**config.mk**
```make
export PLATFORM = sky130hd
export DESIGN_NAME = hsid_sched
export DESIGN_NICKNAME = d
export VERILOG_FILES = /design/src/hsid_pkg.sv /design/src/hsid_if.sv /design/src/hsid_axil_slave.sv /design/src/hsid_sched.sv /design/src/hsid_uframe_eval.sv
export VERILOG_INCLUDE_DIRS = /design/src
export SDC_FILE = /design/constraint.sdc
export NUM_CORES = 1
export LEC_CHECK = 0
export ABC_AREA = 1
export ABC_CLOCK_PERIOD_IN_PS = 1680
export BUFFER_PORTS_ARGS = -buffer_cell sky130_fd_sc_hd__buf_2
export CAP_MARGIN = 20
export CELL_PAD_IN_SITES_DETAIL_PLACEMENT = 0
export CELL_PAD_IN_SITES_GLOBAL_PLACEMENT = 1
export CORE_MARGIN = 3
export CORE_UTILIZATION = 37
export CTS_BUF_LIST = sky130_fd_sc_hd__clkbuf_4 sky130_fd_sc_hd__clkbuf_8
export CTS_CLUSTER_DIAMETER = 40
export DETAILED_ROUTE_END_ITERATION = 7
export PLACE_DENSITY_LB_ADDON = 0.1
export SYNTH_ARGS = -nofsm -noshare
export SYNTH_HDL_FRONTEND = slang
export SYNTH_SLANG_ARGS = --single-unit
```
**constraint.sdc**
```tcl
create_clock -name i_clock -period 1.68 [get_ports i_clock]
set_input_delay 0.336 -clock i_clock [delete_from_list [all_inputs] [get_ports i_clock]]
set_output_delay 0.336 -clock i_clock [all_outputs]
set_load 0.02 [all_outputs]
```
**src/hsid_defs.svh**
```systemverilog
// register map, field positions and codes of the interrupt descriptor scheduler
`ifndef HSID_DEFS_SVH
`define HSID_DEFS_SVH

// register byte addresses
`define HSID_ADDR_W 8
`define HSID_A_CTRL 8'h00
`define HSID_A_ADDR 8'h04
`define HSID_A_STATE 8'h08
`define HSID_A_SCHED 8'h0c
`define HSID_A_IRQ_STS 8'h10
`define HSID_A_IRQ_MSK 8'h14

// control word
`define HSID_F_VALID 0
`define HSID_F_DIR_IN 1

// addressing word: frame select and payload base
`define HSID_F_FRAME_MSB 7
`define HSID_F_FRAME_LSB 0
`define HSID_F_FRAME_MS_LSB 3
`define HSID_F_BASE_MSB 23
`define HSID_F_BASE_LSB 8

// state word
`define HSID_F_ACTIVE 31
`define HSID_F_HALT 30
`define HSID_F_TOGGLE 25
`define HSID_F_CERR_MSB 24
`define HSID_F_CERR_LSB 23
`define HSID_F_BYTES_MSB 14
`define HSID_F_BYTES_LSB 0

// schedule word: select mask and per-microframe results
`define HSID_F_MASK_MSB 7
`define HSID_F_MASK_LSB 0
`define HSID_F_RES_MSB 31
`define HSID_F_RES_LSB 8
`define HSID_UF_N 8
`define HSID_RES_W 3

// result bits of one microframe
`define HSID_R_XERR 0
`define HSID_R_BABBLE 1
`define HSID_R_UNDERRUN 2

// interrupt status bits
`define HSID_I_DONE 0
`define HSID_I_ERR 1
`define HSID_I_HALT 2
`define HSID_I_W 3

// axi responses
`define HSID_RESP_OKAY 2'h0
`define HSID_RESP_DECERR 2'h3

`endif

```
**src/hsid_pkg.sv**
```systemverilog
// state types of the interrupt descriptor scheduler
`include "hsid_defs.svh"
`default_nettype none
package hsid_pkg;

  // transaction phase, one-hot
  typedef enum logic [1:0] {
    HSID_IDLE = 2'h1,
    HSID_WAIT = 2'h2
  } hsid_phase_t;

  // register slave state
  typedef struct packed {
    logic aw_have;
    logic [`HSID_ADDR_W-1:0] aw_addr;
    logic w_have;
    logic [31:0] w_data;
    logic [3:0] w_strb;
    logic awready;
    logic wready;
    logic bvalid;
    logic [1:0] bresp;
    logic ar_have;
    logic [`HSID_ADDR_W-1:0] ar_addr;
    logic arready;
    logic rvalid;
    logic [31:0] rdata;
    logic [1:0] rresp;
  } hsid_axil_t;

  // descriptor and scheduler state
  typedef struct packed {
    logic valid;
    logic dir_in;
    logic [15:0] base;
    logic [7:0] frame;
    logic active;
    logic halt;
    logic toggle;
    logic [1:0] cerr;
    logic [14:0] moved;
    logic [`HSID_UF_N-1:0] mask;
    logic [`HSID_UF_N*`HSID_RES_W-1:0] result;
    logic [`HSID_I_W-1:0] irq_sts;
    logic [`HSID_I_W-1:0] irq_msk;
    logic irq;
    hsid_phase_t phase;
    logic req;
    logic [2:0] cur_uf;
  } hsid_core_t;

endpackage : hsid_pkg
`default_nettype wire

```
**src/hsid_if.sv**
```systemverilog
// interfaces between the scheduler core, its register slave and its evaluator
`include "hsid_defs.svh"
`default_nettype none
interface hsid_reg_if;
  logic wr_en;
  logic [`HSID_ADDR_W-1:0] wr_addr;
  logic [31:0] wr_data;
  logic [3:0] wr_strb;
  logic wr_hit;
  logic rd_en;
  logic [`HSID_ADDR_W-1:0] rd_addr;
  logic [31:0] rd_data;
  logic rd_hit;
  modport slave(output wr_en, wr_addr, wr_data, wr_strb, rd_en, rd_addr, input wr_hit, rd_data, rd_hit);
  modport core(input wr_en, wr_addr, wr_data, wr_strb, rd_en, rd_addr, output wr_hit, rd_data, rd_hit);
endinterface : hsid_reg_if

interface hsid_eval_if;
  logic [`HSID_UF_N-1:0] mask;
  logic [4:0] frame_ms;
  logic [4:0] bus_ms;
  logic [2:0] uframe;
  logic dir_in;
  logic xerr;
  logic babble;
  logic underrun;
  logic hit;
  logic [`HSID_RES_W-1:0] result;
  modport core(output mask, frame_ms, bus_ms, uframe, dir_in, xerr, babble, underrun, input hit, result);
  modport eval(input mask, frame_ms, bus_ms, uframe, dir_in, xerr, babble, underrun, output hit, result);
endinterface : hsid_eval_if
`default_nettype wire

```
**src/hsid_axil_slave.sv**
```systemverilog
// axi4-lite slave front end that turns bus beats into register strobes
`include "hsid_defs.svh"
`default_nettype none
module hsid_axil_slave (
  input wire logic i_clock,
  input wire logic i_reset,
  input wire logic [`HSID_ADDR_W-1:0] i_awaddr,
  input wire logic i_awvalid,
  output logic o_awready,
  input wire logic [31:0] i_wdata,
  input wire logic [3:0] i_wstrb,
  input wire logic i_wvalid,
  output logic o_wready,
  output logic [1:0] o_bresp,
  output logic o_bvalid,
  input wire logic i_bready,
  input wire logic [`HSID_ADDR_W-1:0] i_araddr,
  input wire logic i_arvalid,
  output logic o_arready,
  output logic [31:0] o_rdata,
  output logic [1:0] o_rresp,
  output logic o_rvalid,
  input wire logic i_rready,
  hsid_reg_if.slave regs
);

  hsid_pkg::hsid_axil_t s_r;
  hsid_pkg::hsid_axil_t s_nxt;

  ////////////////////////////////////////////////////////////////////////////
  // address and data are caught independently, so either order works
  always_comb begin
    s_nxt = s_r;
    regs.wr_en = s_r.aw_have & s_r.w_have & ~s_r.bvalid;
    regs.wr_addr = s_r.aw_addr;
    regs.wr_data = s_r.w_data;
    regs.wr_strb = s_r.w_strb;
    regs.rd_en = s_r.ar_have & ~s_r.rvalid;
    regs.rd_addr = s_r.ar_addr;
    if (i_awvalid && s_r.awready) begin
      s_nxt.aw_have = 1'b1;
      s_nxt.aw_addr = i_awaddr;
    end
    if (i_wvalid && s_r.wready) begin
      s_nxt.w_have = 1'b1;
      s_nxt.w_data = i_wdata;
      s_nxt.w_strb = i_wstrb;
    end
    if (regs.wr_en) begin
      s_nxt.aw_have = 1'b0;
      s_nxt.w_have = 1'b0;
      s_nxt.bvalid = 1'b1;
      s_nxt.bresp = regs.wr_hit ? `HSID_RESP_OKAY : `HSID_RESP_DECERR;
    end else if (s_r.bvalid && i_bready) begin
      s_nxt.bvalid = 1'b0;
    end
    if (i_arvalid && s_r.arready) begin
      s_nxt.ar_have = 1'b1;
      s_nxt.ar_addr = i_araddr;
    end
    if (regs.rd_en) begin
      s_nxt.ar_have = 1'b0;
      s_nxt.rvalid = 1'b1;
      s_nxt.rdata = regs.rd_hit ? regs.rd_data : 32'h0;
      s_nxt.rresp = regs.rd_hit ? `HSID_RESP_OKAY : `HSID_RESP_DECERR;
    end else if (s_r.rvalid && i_rready) begin
      s_nxt.rvalid = 1'b0;
    end
    // one access of each kind in flight keeps the readies simple
    s_nxt.awready = ~s_nxt.aw_have & ~s_nxt.bvalid;
    s_nxt.wready = ~s_nxt.w_have & ~s_nxt.bvalid;
    s_nxt.arready = ~s_nxt.ar_have & ~s_nxt.rvalid;
  end

  always_ff @(posedge i_clock) begin
    if (i_reset) begin
      s_r <= '0;
    end else begin
      s_r <= s_nxt;
    end
  end

  assign o_awready = s_r.awready;
  assign o_wready = s_r.wready;
  assign o_bresp = s_r.bresp;
  assign o_bvalid = s_r.bvalid;
  assign o_arready = s_r.arready;
  assign o_rdata = s_r.rdata;
  assign o_rresp = s_r.rresp;
  assign o_rvalid = s_r.rvalid;

endmodule : hsid_axil_slave
`default_nettype wire

```
**src/hsid_sched.sv**
```systemverilog
// high-speed interrupt descriptor scheduler core
//
// The address map and register access over AXI4-Lite are this design's own decisions.
`include "hsid_defs.svh"
`default_nettype none

// Function
// - each of the eight microframes keeps its own three-bit result, written when that microframe's transaction ends.
// - result bit 0 flags a transaction error on in and out transfers.
// - result bit 1 flags babble, on in tokens only.
// - result bit 2 flags underrun, on out tokens only.
// - a transaction goes out in microframe n only if frame bits 7 to 3 match the bus frame and select bit n is set.
// - a select mask of bits 0 and 4 polls every fourth microframe, an all-ones mask polls every microframe.
// - software seeds the data toggle and the block flips it after each good transaction.
// - software loads the two-bit error counter and the block counts it down on transaction errors and underruns.
// - the block records in a 15-bit field the bytes actually moved for the descriptor.
module hsid_sched (
  input wire logic i_clock,
  input wire logic i_reset,
  input wire logic [`HSID_ADDR_W-1:0] i_awaddr,
  input wire logic i_awvalid,
  output logic o_awready,
  input wire logic [31:0] i_wdata,
  input wire logic [3:0] i_wstrb,
  input wire logic i_wvalid,
  output logic o_wready,
  output logic [1:0] o_bresp,
  output logic o_bvalid,
  input wire logic i_bready,
  input wire logic [`HSID_ADDR_W-1:0] i_araddr,
  input wire logic i_arvalid,
  output logic o_arready,
  output logic [31:0] o_rdata,
  output logic [1:0] o_rresp,
  output logic o_rvalid,
  input wire logic i_rready,
  input wire logic i_uframe_start,
  input wire logic [4:0] i_bus_frame,
  input wire logic [2:0] i_uframe,
  input wire logic i_txn_done,
  input wire logic i_txn_xerr,
  input wire logic i_txn_babble,
  input wire logic i_txn_underrun,
  input wire logic [14:0] i_txn_bytes,
  output logic o_txn_req,
  output logic o_txn_dir_in,
  output logic o_txn_toggle,
  output logic [15:0] o_txn_base,
  output logic [2:0] o_txn_uframe,
  output logic o_irq
);

  hsid_reg_if regs ();
  hsid_eval_if ev ();

  hsid_pkg::hsid_core_t s_r;
  hsid_pkg::hsid_core_t s_nxt;

  ////////////////////////////////////////////////////////////////////////////
  // bus front end
  hsid_axil_slave u_slave (
    .i_clock(i_clock),
    .i_reset(i_reset),
    .i_awaddr(i_awaddr),
    .i_awvalid(i_awvalid),
    .o_awready(o_awready),
    .i_wdata(i_wdata),
    .i_wstrb(i_wstrb),
    .i_wvalid(i_wvalid),
    .o_wready(o_wready),
    .o_bresp(o_bresp),
    .o_bvalid(o_bvalid),
    .i_bready(i_bready),
    .i_araddr(i_araddr),
    .i_arvalid(i_arvalid),
    .o_arready(o_arready),
    .o_rdata(o_rdata),
    .o_rresp(o_rresp),
    .o_rvalid(o_rvalid),
    .i_rready(i_rready),
    .regs(regs.slave)
  );

  ////////////////////////////////////////////////////////////////////////////
  // microframe evaluator
  hsid_uframe_eval u_eval (
    .ev(ev.eval)
  );

  // only the millisecond part of the frame select takes part in the match
  assign ev.mask = s_r.mask;
  assign ev.frame_ms = s_r.frame[`HSID_F_FRAME_MSB:`HSID_F_FRAME_MS_LSB];
  assign ev.bus_ms = i_bus_frame;
  assign ev.uframe = i_uframe;
  assign ev.dir_in = s_r.dir_in;
  assign ev.xerr = i_txn_xerr;
  assign ev.babble = i_txn_babble;
  assign ev.underrun = i_txn_underrun;

  ////////////////////////////////////////////////////////////////////////////
  // expand byte strobes into a bit mask
  function automatic logic [31:0] hsid_lanes(input logic [3:0] strb);
    logic [31:0] m;
    m = 32'h0;
    for (int b = 0; b < 4; b++) begin
      if (strb[b]) begin
        m[b*8 +: 8] = 8'hff;
      end
    end
    return m;
  endfunction : hsid_lanes

  ////////////////////////////////////////////////////////////////////////////
  // read views of the descriptor words
  logic [31:0] ctrl_view;
  logic [31:0] addr_view;
  logic [31:0] state_view;
  logic [31:0] sched_view;

  always_comb begin
    ctrl_view = 32'h0;
    ctrl_view[`HSID_F_VALID] = s_r.valid;
    ctrl_view[`HSID_F_DIR_IN] = s_r.dir_in;
    addr_view = 32'h0;
    addr_view[`HSID_F_BASE_MSB:`HSID_F_BASE_LSB] = s_r.base;
    addr_view[`HSID_F_FRAME_MSB:`HSID_F_FRAME_LSB] = s_r.frame;
    state_view = 32'h0;
    state_view[`HSID_F_ACTIVE] = s_r.active;
    state_view[`HSID_F_HALT] = s_r.halt;
    state_view[`HSID_F_TOGGLE] = s_r.toggle;
    state_view[`HSID_F_CERR_MSB:`HSID_F_CERR_LSB] = s_r.cerr;
    state_view[`HSID_F_BYTES_MSB:`HSID_F_BYTES_LSB] = s_r.moved;
    sched_view = 32'h0;
    sched_view[`HSID_F_MASK_MSB:`HSID_F_MASK_LSB] = s_r.mask;
    sched_view[`HSID_F_RES_MSB:`HSID_F_RES_LSB] = s_r.result;
  end

  ////////////////////////////////////////////////////////////////////////////
  // read decode; reads have no side effects
  always_comb begin
    regs.rd_hit = 1'b1;
    regs.rd_data = 32'h0;
    unique case (regs.rd_addr)
      `HSID_A_CTRL: begin
        regs.rd_data = ctrl_view;
      end
      `HSID_A_ADDR: begin
        regs.rd_data = addr_view;
      end
      `HSID_A_STATE: begin
        regs.rd_data = state_view;
      end
      `HSID_A_SCHED: begin
        regs.rd_data = sched_view;
      end
      `HSID_A_IRQ_STS: begin
        regs.rd_data[`HSID_I_W-1:0] = s_r.irq_sts;
      end
      `HSID_A_IRQ_MSK: begin
        regs.rd_data[`HSID_I_W-1:0] = s_r.irq_msk;
      end
      default: begin
        regs.rd_hit = 1'b0;
      end
    endcase
  end

  ////////////////////////////////////////////////////////////////////////////
  // write decode: which words a write would hit
  always_comb begin
    unique case (regs.wr_addr)
      `HSID_A_CTRL, `HSID_A_ADDR, `HSID_A_STATE, `HSID_A_SCHED, `HSID_A_IRQ_STS, `HSID_A_IRQ_MSK: begin
        regs.wr_hit = 1'b1;
      end
      default: begin
        regs.wr_hit = 1'b0;
      end
    endcase
  end

  ////////////////////////////////////////////////////////////////////////////
  // next state: set wins both ways; the hw select
  // clear runs before the sw set, the hw status
  // set runs after the sw clear
  logic [31:0] lanes;
  logic [31:0] wmerge;
  logic [31:0] wonly;
  logic done;
  logic bad;
  logic stop;

  always_comb begin
    s_nxt = s_r;
    lanes = hsid_lanes(regs.wr_strb);
    wmerge = 32'h0;
    wonly = regs.wr_data & lanes;
    done = (s_r.phase == hsid_pkg::HSID_WAIT) && i_txn_done;
    bad = ev.result[`HSID_R_XERR] | ev.result[`HSID_R_UNDERRUN];
    stop = 1'b0;

    // close the served microframe
    if (done) begin
      for (int k = 0; k < `HSID_UF_N; k++) begin
        if (3'(k) == s_r.cur_uf) begin
          s_nxt.result[k*`HSID_RES_W +: `HSID_RES_W] = ev.result;
          s_nxt.mask[k] = 1'b0;
        end
      end
    end

    // software writes, byte lanes honoured except at the irq mask, which an unstrobed lane 0 clears
    if (regs.wr_en) begin
      unique case (regs.wr_addr)
        `HSID_A_CTRL: begin
          wmerge = (ctrl_view & ~lanes) | wonly;
          s_nxt.valid = wmerge[`HSID_F_VALID];
          s_nxt.dir_in = wmerge[`HSID_F_DIR_IN];
        end
        `HSID_A_ADDR: begin
          wmerge = (addr_view & ~lanes) | wonly;
          s_nxt.base = wmerge[`HSID_F_BASE_MSB:`HSID_F_BASE_LSB];
          s_nxt.frame = wmerge[`HSID_F_FRAME_MSB:`HSID_F_FRAME_LSB];
        end
        `HSID_A_STATE: begin
          wmerge = (state_view & ~lanes) | wonly;
          s_nxt.active = wmerge[`HSID_F_ACTIVE];
          s_nxt.toggle = wmerge[`HSID_F_TOGGLE];
          s_nxt.cerr = wmerge[`HSID_F_CERR_MSB:`HSID_F_CERR_LSB];
          s_nxt.moved = wmerge[`HSID_F_BYTES_MSB:`HSID_F_BYTES_LSB];
          // rearming with active set releases a halted descriptor
          if (wmerge[`HSID_F_ACTIVE]) begin
            s_nxt.halt = 1'b0;
          end
        end
        `HSID_A_SCHED: begin
          // select bits only go from 0 to 1 by software
          s_nxt.mask = s_nxt.mask | wonly[`HSID_F_MASK_MSB:`HSID_F_MASK_LSB];
        end
        `HSID_A_IRQ_STS: begin
          s_nxt.irq_sts = s_r.irq_sts & ~wonly[`HSID_I_W-1:0];
        end
        `HSID_A_IRQ_MSK: begin
          s_nxt.irq_msk = wonly[`HSID_I_W-1:0];
        end
        default: begin
          wmerge = 32'h0;
        end
      endcase
    end

    // issue: halted or inactive descriptors are never scheduled
    if (s_r.phase == hsid_pkg::HSID_IDLE && i_uframe_start && s_r.valid && s_r.active && !s_r.halt && ev.hit) begin
      s_nxt.phase = hsid_pkg::HSID_WAIT;
      s_nxt.cur_uf = i_uframe;
    end

    // completion: toggle, error count, halt and byte count
    if (done) begin
      s_nxt.phase = hsid_pkg::HSID_IDLE;
      if (bad) begin
        // a zero count means unlimited retries and never halts
        if (s_r.cerr == 2'h1) begin
          s_nxt.cerr = 2'h0;
          stop = 1'b1;
        end else if (s_r.cerr != 2'h0) begin
          s_nxt.cerr = s_r.cerr - 2'h1;
        end
      end else if (ev.result[`HSID_R_BABBLE]) begin
        stop = 1'b1;
      end else begin
        s_nxt.toggle = ~s_r.toggle;
        s_nxt.moved = s_r.moved + i_txn_bytes;
      end
      if (stop) begin
        s_nxt.halt = 1'b1;
        s_nxt.active = 1'b0;
      end else if (s_nxt.mask == '0) begin
        // every selected microframe served: descriptor retires
        s_nxt.active = 1'b0;
      end
      s_nxt.irq_sts[`HSID_I_DONE] = 1'b1;
      if (ev.result != '0) begin
        s_nxt.irq_sts[`HSID_I_ERR] = 1'b1;
      end
      if (stop) begin
        s_nxt.irq_sts[`HSID_I_HALT] = 1'b1;
      end
    end

    s_nxt.req = (s_nxt.phase == hsid_pkg::HSID_WAIT);
    s_nxt.irq = |(s_nxt.irq_sts & s_nxt.irq_msk);
  end

  ////////////////////////////////////////////////////////////////////////////
  // state register
  always_ff @(posedge i_clock) begin
    if (i_reset) begin
      s_r <= '{phase: hsid_pkg::HSID_IDLE, default: '0};
    end else begin
      s_r <= s_nxt;
    end
  end

  ////////////////////////////////////////////////////////////////////////////
  // link side outputs straight from the state register
  assign o_txn_req = s_r.req;
  assign o_txn_dir_in = s_r.dir_in;
  assign o_txn_toggle = s_r.toggle;
  assign o_txn_base = s_r.base;
  assign o_txn_uframe = s_r.cur_uf;
  assign o_irq = s_r.irq;

endmodule : hsid_sched
`default_nettype wire

```
**src/hsid_uframe_eval.sv**
```systemverilog
// microframe match and result encoding for the interrupt descriptor scheduler
`include "hsid_defs.svh"
`default_nettype none
module hsid_uframe_eval (
  hsid_eval_if.eval ev
);

  ////////////////////////////////////////////////////////////////////////////
  // issue only in the selected microframe of a matching millisecond frame
  assign ev.hit = (ev.frame_ms == ev.bus_ms) && ev.mask[ev.uframe];

  ////////////////////////////////////////////////////////////////////////////
  // babble only counts on in tokens, underrun only on out tokens
  assign ev.result[`HSID_R_XERR] = ev.xerr;
  assign ev.result[`HSID_R_BABBLE] = ev.babble & ev.dir_in;
  assign ev.result[`HSID_R_UNDERRUN] = ev.underrun & ~ev.dir_in;

endmodule : hsid_uframe_eval
`default_nettype wire
```
==> impl_metrics.env, run 1 <==
export IMPL_fillCellCount=2412
export IMPL_ys_flop_type="dfxtp_1"
export IMPL_drive_gt1_share_pct=24.1
export IMPL_slew_headroom_pct=71.7
export IMPL_core_area_um2=23100
export IMPL_synth_most_common_cell="nand2_1"
export IMPL_htree_levels=4
export IMPL_hold_buffers=0
export IMPL_cts_buffers=17
export IMPL_drc=0
export IMPL_wl_mm=27.4
export IMPL_vdd_ir_drop_max_uv=492
export IMPL_synth_cells=1291
export IMPL_path_max_fanout=5
export IMPL_maxCapViolCount=0
export IMPL_avgSynthCellArea_um2=6.85
export IMPL_synth_seq_cells=180
export IMPL_grt_usage_pct=21.1
export IMPL_tightest_slew_ns=0.424
export IMPL_period_minus_slack_ns=1.59
export IMPL_final_nets=1570
export IMPL_yosysWarningCount=0
export IMPL_design_area_um2=10900
export IMPL_synth_nets=1393
export IMPL_status="completed"
export IMPL_io_pin_count=151
export IMPL_area_growth_pct=23.2
export IMPL_fmax_ghz=0.628
export IMPL_cp_start_kind="register"
export IMPL_clock_sinks=180
export IMPL_routed_via_density=4.74
export IMPL_drtIter0Drc=429
export IMPL_clkTransAtPathRegs_ns=0.10
export IMPL_clock_path_buffers=2
export IMPL_slew_viol_final=0
export IMPL_grt_pass1_wl_mm=43.3
export IMPL_place_port_buffers=145
export IMPL_crit_required_ns=2.04
export IMPL_clock_latency_ns=0.46
export IMPL_worst_r2r_setup_slack_ns=0.09
export IMPL_initial_core_util_pct=38.4
export IMPL_seq_area_frac_synth_pct=40.8
export IMPL_worst_slack_ns=0.0880
export IMPL_yosys_top_cells_count="295 x nand2_1, 180 x dfxtp_1, 176 x nor2_1"
export IMPL_clockRootBuffer="clkbuf_8"
export IMPL_place_ws_ns=-0.183
export IMPL_synthTopCellsByArea="dfxtp_1 41%, nand2_1 13%, nor2_1 7.5%"
export IMPL_placed_cell_area_um2=10200
export IMPL_gp_congestion=0.845
export IMPL_reg2regPathDepth=10
export IMPL_grt_overflow=0
export IMPL_finalHoldViolCount=0
export IMPL_wl_per_cell_um=15.3
export IMPL_hold_slack_ns=0.115
export IMPL_die_h_um=161
export IMPL_synth_top_area_cell="dfxtp_1"
export IMPL_synth_cell_area_um2=8840
export IMPL_power_leakage_nw=5.04
export IMPL_antenna_found_initial=0
export IMPL_crit_type="register to register"
export IMPL_ant_nets=0
export IMPL_synth_edff_count=0
export IMPL_dp_final_hpwl_mm=21.4
export IMPL_p_per_area_nw_per_um2=770
export IMPL_synth_lib_cells_used_distinct=37
export IMPL_die_area_um2=25800
export IMPL_end_kind="register"
export IMPL_vias=8491
export IMPL_num_antenna_cells=0
export IMPL_async_flop_share_pct=0
export IMPL_setup_viol_count_final=0
export IMPL_die_w_um=161
export IMPL_p_total_mw=8.39
export IMPL_cts_tree="done"
export IMPL_clock_skew_ns=0.0179
export IMPL_first_pass_iters=5
export IMPL_whs_path_depth=3
export IMPL_num_rows=55
export IMPL_timing_final_crit_share_pct=94.8
export IMPL_post_route_util_pct=47.3
export IMPL_cp_arrival_ns=1.95
export IMPL_rsz0062_at_grt="true"
export IMPL_grt_max_degree=67
export IMPL_synthDominantCellAreaShare_pct=40.8
export IMPL_grt_pass1_vias=8062
export IMPL_min_path_type="input port to register"
repair_timing:
action / CTS / global route
pin swaps: 0 / 13
resized for setup: 6 / 64
buffers inserted: 0 / 9
gates cloned: 0 / 2
setup endpoints to repair: 12 / 51
per-layer routing:
metal / up-vias / GRT usage (%) / wire length [um]
met5: - / 0 / 0
met4: 0 / 4.62 / 296
met3: 22 / 3.22 / 1370
met2: 193 / 31.1 / 11400
met1: 3820 / 32.3 / 14400
li1: 4456 / - / -
per-stage QoR:
stage               instances  TNS (ns)
CTS                      1782         0
detailed placement       1751     -1.30
finish                   1793         0
global placement         1751     -1.29
floorplan                1291         0
global route             1793   -0.0569
critical path: stages (launching register included):
cell     delay [ns]
dfxtp_2        0.38
inv_1          0.06
nand4_1        0.24
buf_4          0.20
nor2_1         0.05
nand2_1        0.14
nand2_1        0.08
nor2_2         0.10
nand3_1        0.09
nor2_2         0.10
nor2_1         0.04
report_power, final:
part	leakage [nW]	internal, mW	total [mW]	switching [mW]
Clock	0.180	1.25	2.91	1.66
Sequential	1.46	4.38	4.46	0.0812
Combinational	3.40	0.405	1.02	0.619
kinds of logic (layout without fill, tap and decap cells):
logic type	count (synthesis)	after routing	synth area share, %
AO/OA/AOI/OAI	250	250	15.1
buffers and inverters	238	426	12.9
XOR/XNOR	6	6	0.594
adder cells (fa/ha/maj)	15	15	2.21
AND/OR/NAND/NOR	602	603	28.4
flip-flops	180	180	40.8
layout by cell type (no fill, tap or decap), types with 2 or more instances in the layout:
| cell type | Yosys | layout |
|---|---|---|
| clkbuf_8 | 0 | 17 |
| nor2_2 | 5 | 15 |
| dfxtp_1 | 180 | 171 |
| o21ai_1 | 6 | 18 |
| nand3_1 | 89 | 83 |
| a21oi_1 | 90 | 89 |
| a22oi_1 | 2 | 2 |
| nor3_1 | 15 | 14 |
| nor2_4 | 3 | 6 |
| dfxtp_2 | 0 | 9 |
| buf_4 | 63 | 101 |
| o22ai_1 | 3 | 3 |
| buf_6 | 0 | 3 |
| a22o_1 | 7 | 7 |
| nand3_4 | 1 | 2 |
| o21ai_0 | 123 | 111 |
| nor3_4 | 2 | 3 |
| inv_2 | 4 | 3 |
| nand2_2 | 1 | 7 |
| inv_4 | 0 | 3 |
| a211oi_1 | 7 | 7 |
| nor3_2 | 2 | 2 |
| o211ai_1 | 8 | 8 |
| o21bai_1 | 2 | 2 |
| clkbuf_4 | 0 | 3 |
| ha_1 | 14 | 6 |
| nor2_1 | 176 | 163 |
| ha_4 | 0 | 7 |
| inv_6 | 0 | 4 |
| nand4_1 | 7 | 7 |
| clkinvlp_4 | 0 | 4 |
| nand3_2 | 0 | 6 |
| and2_1 | 4 | 4 |
| buf_2 | 10 | 146 |
| nand2_1 | 295 | 289 |
| xnor2_1 | 2 | 2 |
| xor2_1 | 4 | 4 |
| buf_12 | 0 | 7 |
| inv_1 | 132 | 130 |
final cells by class:
cell class | instances | area (um^2) | area share [%]
repair buffers | 258 | 1680 | 15.4
clock inverters | 11 | 120 | 1.10
well taps | 313 | 392 | 3.59
inverters | 137 | 522 | 4.79
clock buffers | 20 | 256 | 2.35
multi-input cells | 874 | 4310 | 39.6
flip-flops and latches | 180 | 3610 | 33.2
path summary, 6_finish.rpt:
path / startpoint / end
worst min-delay path: i_awaddr[7] / u_slave.regs.wr_addr[7]
worst max-delay path: u_slave.o_bvalid / s_r[64]
worst min register to register: u_slave.o_rdata[4] / u_slave.o_rdata[4]
worst max register to register: u_slave.o_bvalid / s_r[64]
No activity file was read; power rests on OpenSTA's default activity.
==> run 2: changes to the inputs <==
--- a/config.mk
+++ b/config.mk
@@ -17,6 +17,7 @@
 export CTS_BUF_LIST = sky130_fd_sc_hd__clkbuf_4 sky130_fd_sc_hd__clkbuf_8
 export CTS_CLUSTER_DIAMETER = 40
 export DETAILED_ROUTE_END_ITERATION = 7
+export HOLD_SLACK_MARGIN = 0.15
 export PLACE_DENSITY_LB_ADDON = 0.1
 export SYNTH_ARGS = -nofsm -noshare
 export SYNTH_HDL_FRONTEND = slang
==> impl_metrics.env, run 2 (same netlist as run 1, synthesis figures left out) <==
export IMPL_status="completed"
export IMPL_p_total_mw=8.48
export IMPL_end_kind="register"
export IMPL_dr_wl_met3_mm=1.20
export IMPL_cpMaxStageDelayCell="dfxtp_2"
export IMPL_slowest_delay_ns=0.38
export IMPL_p_per_area_nw_per_um2=751
export IMPL_clock_sinks=180
export IMPL_antenna_found_initial=0
export IMPL_area_growth_pct=27.7
export IMPL_wl_mm=27.7
export IMPL_vdd_ir_drop_max_uv=491
export IMPL_cts_tree="done"
export IMPL_num_antenna_cells=0
export IMPL_grt_overflow=0
export IMPL_cp_arrival_ns=1.95
export IMPL_clock_path_buffers=2
export IMPL_finalHoldViolCount=0
export IMPL_final_nets=1609
export IMPL_num_rows=55
export IMPL_wl_met2_mm=11.6
export IMPL_rsz0062_at_grt="true"
export IMPL_grt_pass1_wl_mm=43.7
export IMPL_topRoutingLayerUsed="met4"
export IMPL_final_common_cell="nand2_1"
export IMPL_worst_slack_ns=0.0884
export IMPL_routed_via_density=4.71
export IMPL_ant_nets=0
export IMPL_crit_type="register to register"
export IMPL_fin_setup_tns_ns=0
export IMPL_placed_cell_area_um2=10200
export IMPL_clock_skew_ns=0.0185
export IMPL_drtIter0Drc=424
export IMPL_vias=8628
export IMPL_place_ws_ns=-0.183
export IMPL_dp_final_hpwl_mm=21.4
export IMPL_wl_per_cell_um=15.1
export IMPL_grt_pass1_vias=8193
export IMPL_timing_final_crit_share_pct=94.7
export IMPL_period_minus_slack_ns=1.59
export IMPL_setup_viol_count_final=0
export IMPL_initial_core_util_pct=38.4
export IMPL_clock_latency_ns=0.46
export IMPL_io_pin_count=151
export IMPL_grt_max_degree=67
export IMPL_fmax_ghz=0.628
export IMPL_die_area_um2=25800
export IMPL_slew_headroom_pct=72.6
export IMPL_place_port_buffers=145
export IMPL_path_max_fanout=5
export IMPL_cts_buffers=17
export IMPL_gp_congestion=0.845
export IMPL_met1_length_mm=14.7
export IMPL_drc=0
export IMPL_cp_cell_sequence="inv_1, nand4_1, buf_4, nor2_1, nand2_1, nand2_1, nor2_2, nand3_1, nor2_2, nor2_1"
export IMPL_die_h_um=161
export IMPL_clkTransAtPathRegs_ns=0.10
export IMPL_first_pass_iters=5
export IMPL_design_area_um2=11300
export IMPL_slew_viol_final=0
export IMPL_clockRootBuffer="clkbuf_8"
export IMPL_final_cell_mix="289 x nand2_1, 171 x dfxtp_1, 163 x nor2_1"
export IMPL_min_path_type="input port to register"
export IMPL_maxCapViolCount=0
export IMPL_power_leakage_nw=5.20
export IMPL_drive_gt1_share_pct=23.4
export IMPL_htree_levels=4
export IMPL_grt_usage_pct=21.3
export IMPL_crit_required_ns=2.04
export IMPL_die_w_um=161
export IMPL_cp_start_kind="register"
export IMPL_tightest_slew_ns=0.411
export IMPL_core_area_um2=23100
run 2: worst paths after layout:
check / start / to / slack [ns] / depth (start not counted)
min: i_araddr[2] / u_slave.regs.rd_addr[2] / 0.18 / 3
max reg2reg: u_slave.o_bvalid / s_r[64] / 0.09 / 10
max: u_slave.o_bvalid / s_r[64] / 0.09 / 10
min reg2reg: u_slave.o_rdata[25] / u_slave.o_rdata[25] / 0.45 / 2
run 2: metrics by stage:
step                      hold WS, ns  utilization, %  cells
after floorplan                 0.421               -   1291
after detailed placement        0.438            44.2   1751
final                           0.176            49.0   1832
after CTS                       0.152            47.6   1821
after global routing            0.168            49.0   1832
after global placement          0.432            44.2   1751
run 2: where the power goes:
group	switching [mW]	total (mW)	internal, mW
registers	0.0807	4.46	4.38
clock network	1.68	2.92	1.25
logic	0.630	1.09	0.464
total	2.39	8.48	6.09
run 2: layout make-up:
cell class,instances,area [um^2]
clock buffers,20,256
clock inverters,11,120
fillers,2381,11800
inverters,137,522
multi-input cells,874,4310
flip-flops and latches,180,3610
well taps,313,392
repair buffers,297,2070
run 2: timing repair:
action,in CTS,in global routing
setup buffers,0,9
resized for setup,6,64
gates cloned,0,2
hold buffers,39,0
endpoints found under the setup margin,12,51
pin swaps,0,13
endpoints found under the hold margin,39,0
run 2: per-layer routing:
layer / global-route usage [%] / up-vias
met5: 0 / -
met4: 4.62 / 0
met3: 3.22 / 20
met2: 31.7 / 192
met1: 32.4 / 3886
li1: - / 4530
run 2: critical path, delay by kind of cell (launching register included):
kind	cells	cell delay, ns
simple gates	8	0.85
flops	1	0.38
buf+inv	2	0.26
==> run 3: changes to the inputs <==
--- a/config.mk
+++ b/config.mk
@@ -6,19 +6,20 @@
 export SDC_FILE = /design/constraint.sdc
 export NUM_CORES = 1
 export LEC_CHECK = 0
-export ABC_AREA = 1
+export ABC_AREA = 0
 export ABC_CLOCK_PERIOD_IN_PS = 1680
 export BUFFER_PORTS_ARGS = -buffer_cell sky130_fd_sc_hd__buf_2
 export CAP_MARGIN = 20
 export CELL_PAD_IN_SITES_DETAIL_PLACEMENT = 0
 export CELL_PAD_IN_SITES_GLOBAL_PLACEMENT = 1
 export CORE_MARGIN = 3
-export CORE_UTILIZATION = 37
+export CORE_UTILIZATION = 39
 export CTS_BUF_LIST = sky130_fd_sc_hd__clkbuf_4 sky130_fd_sc_hd__clkbuf_8
 export CTS_CLUSTER_DIAMETER = 40
 export DETAILED_ROUTE_END_ITERATION = 7
 export HOLD_SLACK_MARGIN = 0.15
 export PLACE_DENSITY_LB_ADDON = 0.1
+export SLEW_MARGIN = 20
 export SYNTH_ARGS = -nofsm -noshare
 export SYNTH_HDL_FRONTEND = slang
 export SYNTH_SLANG_ARGS = --single-unit
==> impl_metrics.env, run 3 <==
export IMPL_status="finished with violations"
export IMPL_violations="negative setup slack"
export IMPL_grt_util_met1_pct=34.4
export IMPL_use_met3_pct=3.35
export IMPL_dp_final_hpwl_mm=20.7
export IMPL_drtIter0Drc=612
export IMPL_first_pass_iters=5
export IMPL_final_common_cell="nand2_1"
export IMPL_gp_congestion=0.843
export IMPL_place_port_buffers=145
export IMPL_crit_end="ev.mask[5]"
export IMPL_path_max_fanout=6
export IMPL_pwr_share_clk_pct=35.2
export IMPL_period_minus_slack_ns=1.96
export IMPL_use_met2_pct=36.6
export IMPL_core_area_um2=21300
export IMPL_htree_levels=4
export IMPL_clockRootBuffer="clkbuf_8"
export IMPL_clock_skew_ns=0.0146
export IMPL_die_h_um=154
export IMPL_p_int_mw=5.97
export IMPL_synth_nets=1114
export IMPL_vias=8285
export IMPL_worst_slack_ns=-0.285
export IMPL_initial_core_util_pct=40.2
export IMPL_cp_arrival_ns=2.39
export IMPL_crit_type="register to register"
export IMPL_hold_slack_ns=0.295
export IMPL_final_cell_mix="173 x nand2_1, 169 x dfxtp_1, 152 x buf_4"
export IMPL_synth_cells=1012
export IMPL_cp_start_kind="register"
export IMPL_grt_pass1_vias=7909
export IMPL_clock_latency_ns=0.48
export IMPL_async_flop_share_pct=0
export IMPL_clock_path_buffers=2
export IMPL_die_area_um2=23700
export IMPL_num_rows=53
export IMPL_worst_r2r_setup_slack_ns=-0.28
export IMPL_tightest_slew_ns=0.664
export IMPL_wl_mm=28.8
export IMPL_grt_busiest_layer="met2"
export IMPL_final_nets=1395
export IMPL_fmax_ghz=0.509
export IMPL_grt_max_degree=49
export IMPL_avgSynthCellArea_um2=8.45
export IMPL_die_w_um=154
export IMPL_min_path_type="input port to register"
export IMPL_synthDominantCellAreaShare_pct=42.2
export IMPL_maxCapViolCount=0
export IMPL_p_sw_share_pct=28.3
export IMPL_rsz0062_at_grt="true"
export IMPL_crit_required_ns=2.10
export IMPL_seqPwrFrac_pct=52.9
export IMPL_grt_pass1_wl_mm=44.1
export IMPL_wl_per_cell_um=18.2
export IMPL_synth_top_area_cell="dfxtp_1"
export IMPL_area_growth_pct=41.4
export IMPL_slew_headroom_pct=55.7
export IMPL_end_kind="register"
export IMPL_antenna_found_initial=0
export IMPL_p_per_area_nw_per_um2=688
export IMPL_setup_viol_count_final=99
export IMPL_synth_edff_count=0
export IMPL_ys_flop_type="dfxtp_1"
export IMPL_p_total_mw=8.32
export IMPL_cts_tree="done"
export IMPL_clock_sinks=180
export IMPL_routed_via_density=5.24
export IMPL_grt_overflow=0
export IMPL_clkTransAtPathRegs_ns=0.10
export IMPL_drive_gt1_share_pct=37.6
export IMPL_timing_final_crit_share_pct=117
export IMPL_power_leakage_nw=5.09
export IMPL_power_switching_mw=2.35
export IMPL_regToRegEndpoint="ev.mask[5]"
export IMPL_grt_usage_pct=23.6
export IMPL_yosys_top_cells_count="180 x dfxtp_1, 179 x nand2_1, 97 x a21oi_1"
export IMPL_r2r_start="u_slave.regs.wr_addr[1]"
export IMPL_num_antenna_cells=0
export IMPL_synthTopCellsByArea="dfxtp_1 42%, nand2_1 7.9%, a21oi_1 5.7%"
export IMPL_drc=0
export IMPL_reg2regPathDepth=7
export IMPL_fillCellCount=1970
export IMPL_vdd_ir_drop_max_uv=531
export IMPL_synth_cell_area_um2=8550
export IMPL_combPwrFrac_pct=11.9
export IMPL_cts_buffers=17
export IMPL_ant_nets=0
export IMPL_synth_lib_cells_used_distinct=68
export IMPL_io_pin_count=151
export IMPL_synth_most_common_cell="dfxtp_1"
export IMPL_synth_seq_cells=180
export IMPL_cp_startpoint="u_slave.regs.wr_addr[1]"
export IMPL_yosysWarningCount=0
export IMPL_slew_viol_final=0
export IMPL_finalHoldViolCount=0
export IMPL_seq_area_frac_synth_pct=42.2
-- run 3: changes by cell type in the layout (fill, tap and decap cells not counted), sizes merged, moves of 15 or more --
cell   delta
buf      +70
mux2i    +44
nand2   -117
a22oi    +15
o21ai    -84
nor2     -99
inv     -124
nand3    -64
-- run 3: cells by family (layout without fill, tap and decap cells) --
| kind of cell | count (synthesis) | in the layout | synth area share [%] |
|---|---|---|---|
| xor+xnor | 10 | 10 | 1.02 |
| compound gates | 237 | 238 | 17.7 |
| mux | 54 | 54 | 7.00 |
| simple gates | 387 | 388 | 21.6 |
| buf+inv | 129 | 421 | 8.26 |
| fa+ha+maj | 15 | 15 | 2.28 |
| flops | 180 | 180 | 42.2 |
-- run 3: stage by stage --
stage | setup TNS, ns | util (%) | setup slack [ns] | area, um^2 | instances
after floorplan | -10.25 | - | -0.310 | 8750 | 1012
after global placement | -20.71 | 49.1 | -0.430 | 10500 | 1478
after detailed placement | -22.97 | 49.1 | -0.434 | 10500 | 1478
after CTS | -16.66 | 54.7 | -0.258 | 11600 | 1569
after global routing | -23.54 | 56.8 | -0.345 | 12100 | 1581
final | -16.22 | 56.8 | -0.285 | 12100 | 1581
-- run 3: how the worst min path moves through the flow --
stage / start / to / slack (ns) / cells after the start
3_3_place_gp: u_slave.o_rdata[0] / u_slave.o_rdata[0] / 0.43 / 1
2_1_floorplan: u_slave.o_rdata[23] / u_slave.o_rdata[23] / 0.43 / 2
3_5_place_dp: u_slave.o_rdata[0] / u_slave.o_rdata[0] / 0.44 / 1
6_report: i_txn_done / o_txn_req / 0.30 / 4
5_1_grt: i_uframe[1] / o_txn_uframe[1] / 0.27 / 4
4_1_cts: i_uframe[1] / o_txn_uframe[1] / 0.24 / 4
-- run 3: timing repair --
action | CTS | global route
gates cloned | 1 | 5
hold buffers | 51 | 0
setup endpoints to repair | 105 | 106
buffers inserted | 8 | 8
hold endpoints to repair | 53 | 0
pin swaps | 46 | 51
resized for setup | 65 | 74
-- run 3: power groups by stage --
stage	combinational (mW)	clock (mW)	sequential, mW
2_1_floorplan	0.390	0	4.49
3_3_place_gp	0.798	0	4.50
3_5_place_dp	0.798	0	4.50
4_1_cts	0.933	3.00	4.40
5_1_grt	1.07	3.18	4.41
6_report	0.987	2.93	4.40
-- run 3: worst max-delay path, stage by stage (launching register included) --
cell     delay (ns)
dfxtp_2        0.33
or4_4          0.52
buf_6          0.15
nor3_4         0.21
buf_6          0.14
and4b_2        0.33
nand2_1        0.10
a21oi_2        0.12
-- run 3: layout make-up --
type / instances / area, um^2 / area share, %
repair buffers: 383 / 2930 / 24.2
flip-flops and latches: 180 / 3620 / 30.0
clock inverters: 13 / 113 / 0.932
well taps: 275 / 344 / 2.85
multi-input cells: 705 / 4800 / 39.7
inverters: 6 / 22.5 / 0.186
clock buffers: 19 / 262 / 2.16
-- run 3: routing by layer --
layer | part of all wire, % | routed length [um]
met3 | 5.1 | 1480
met1 | 48 | 13800
met2 | 45 | 13100
met4 | 1.6 | 461
met5 | 0 | 0
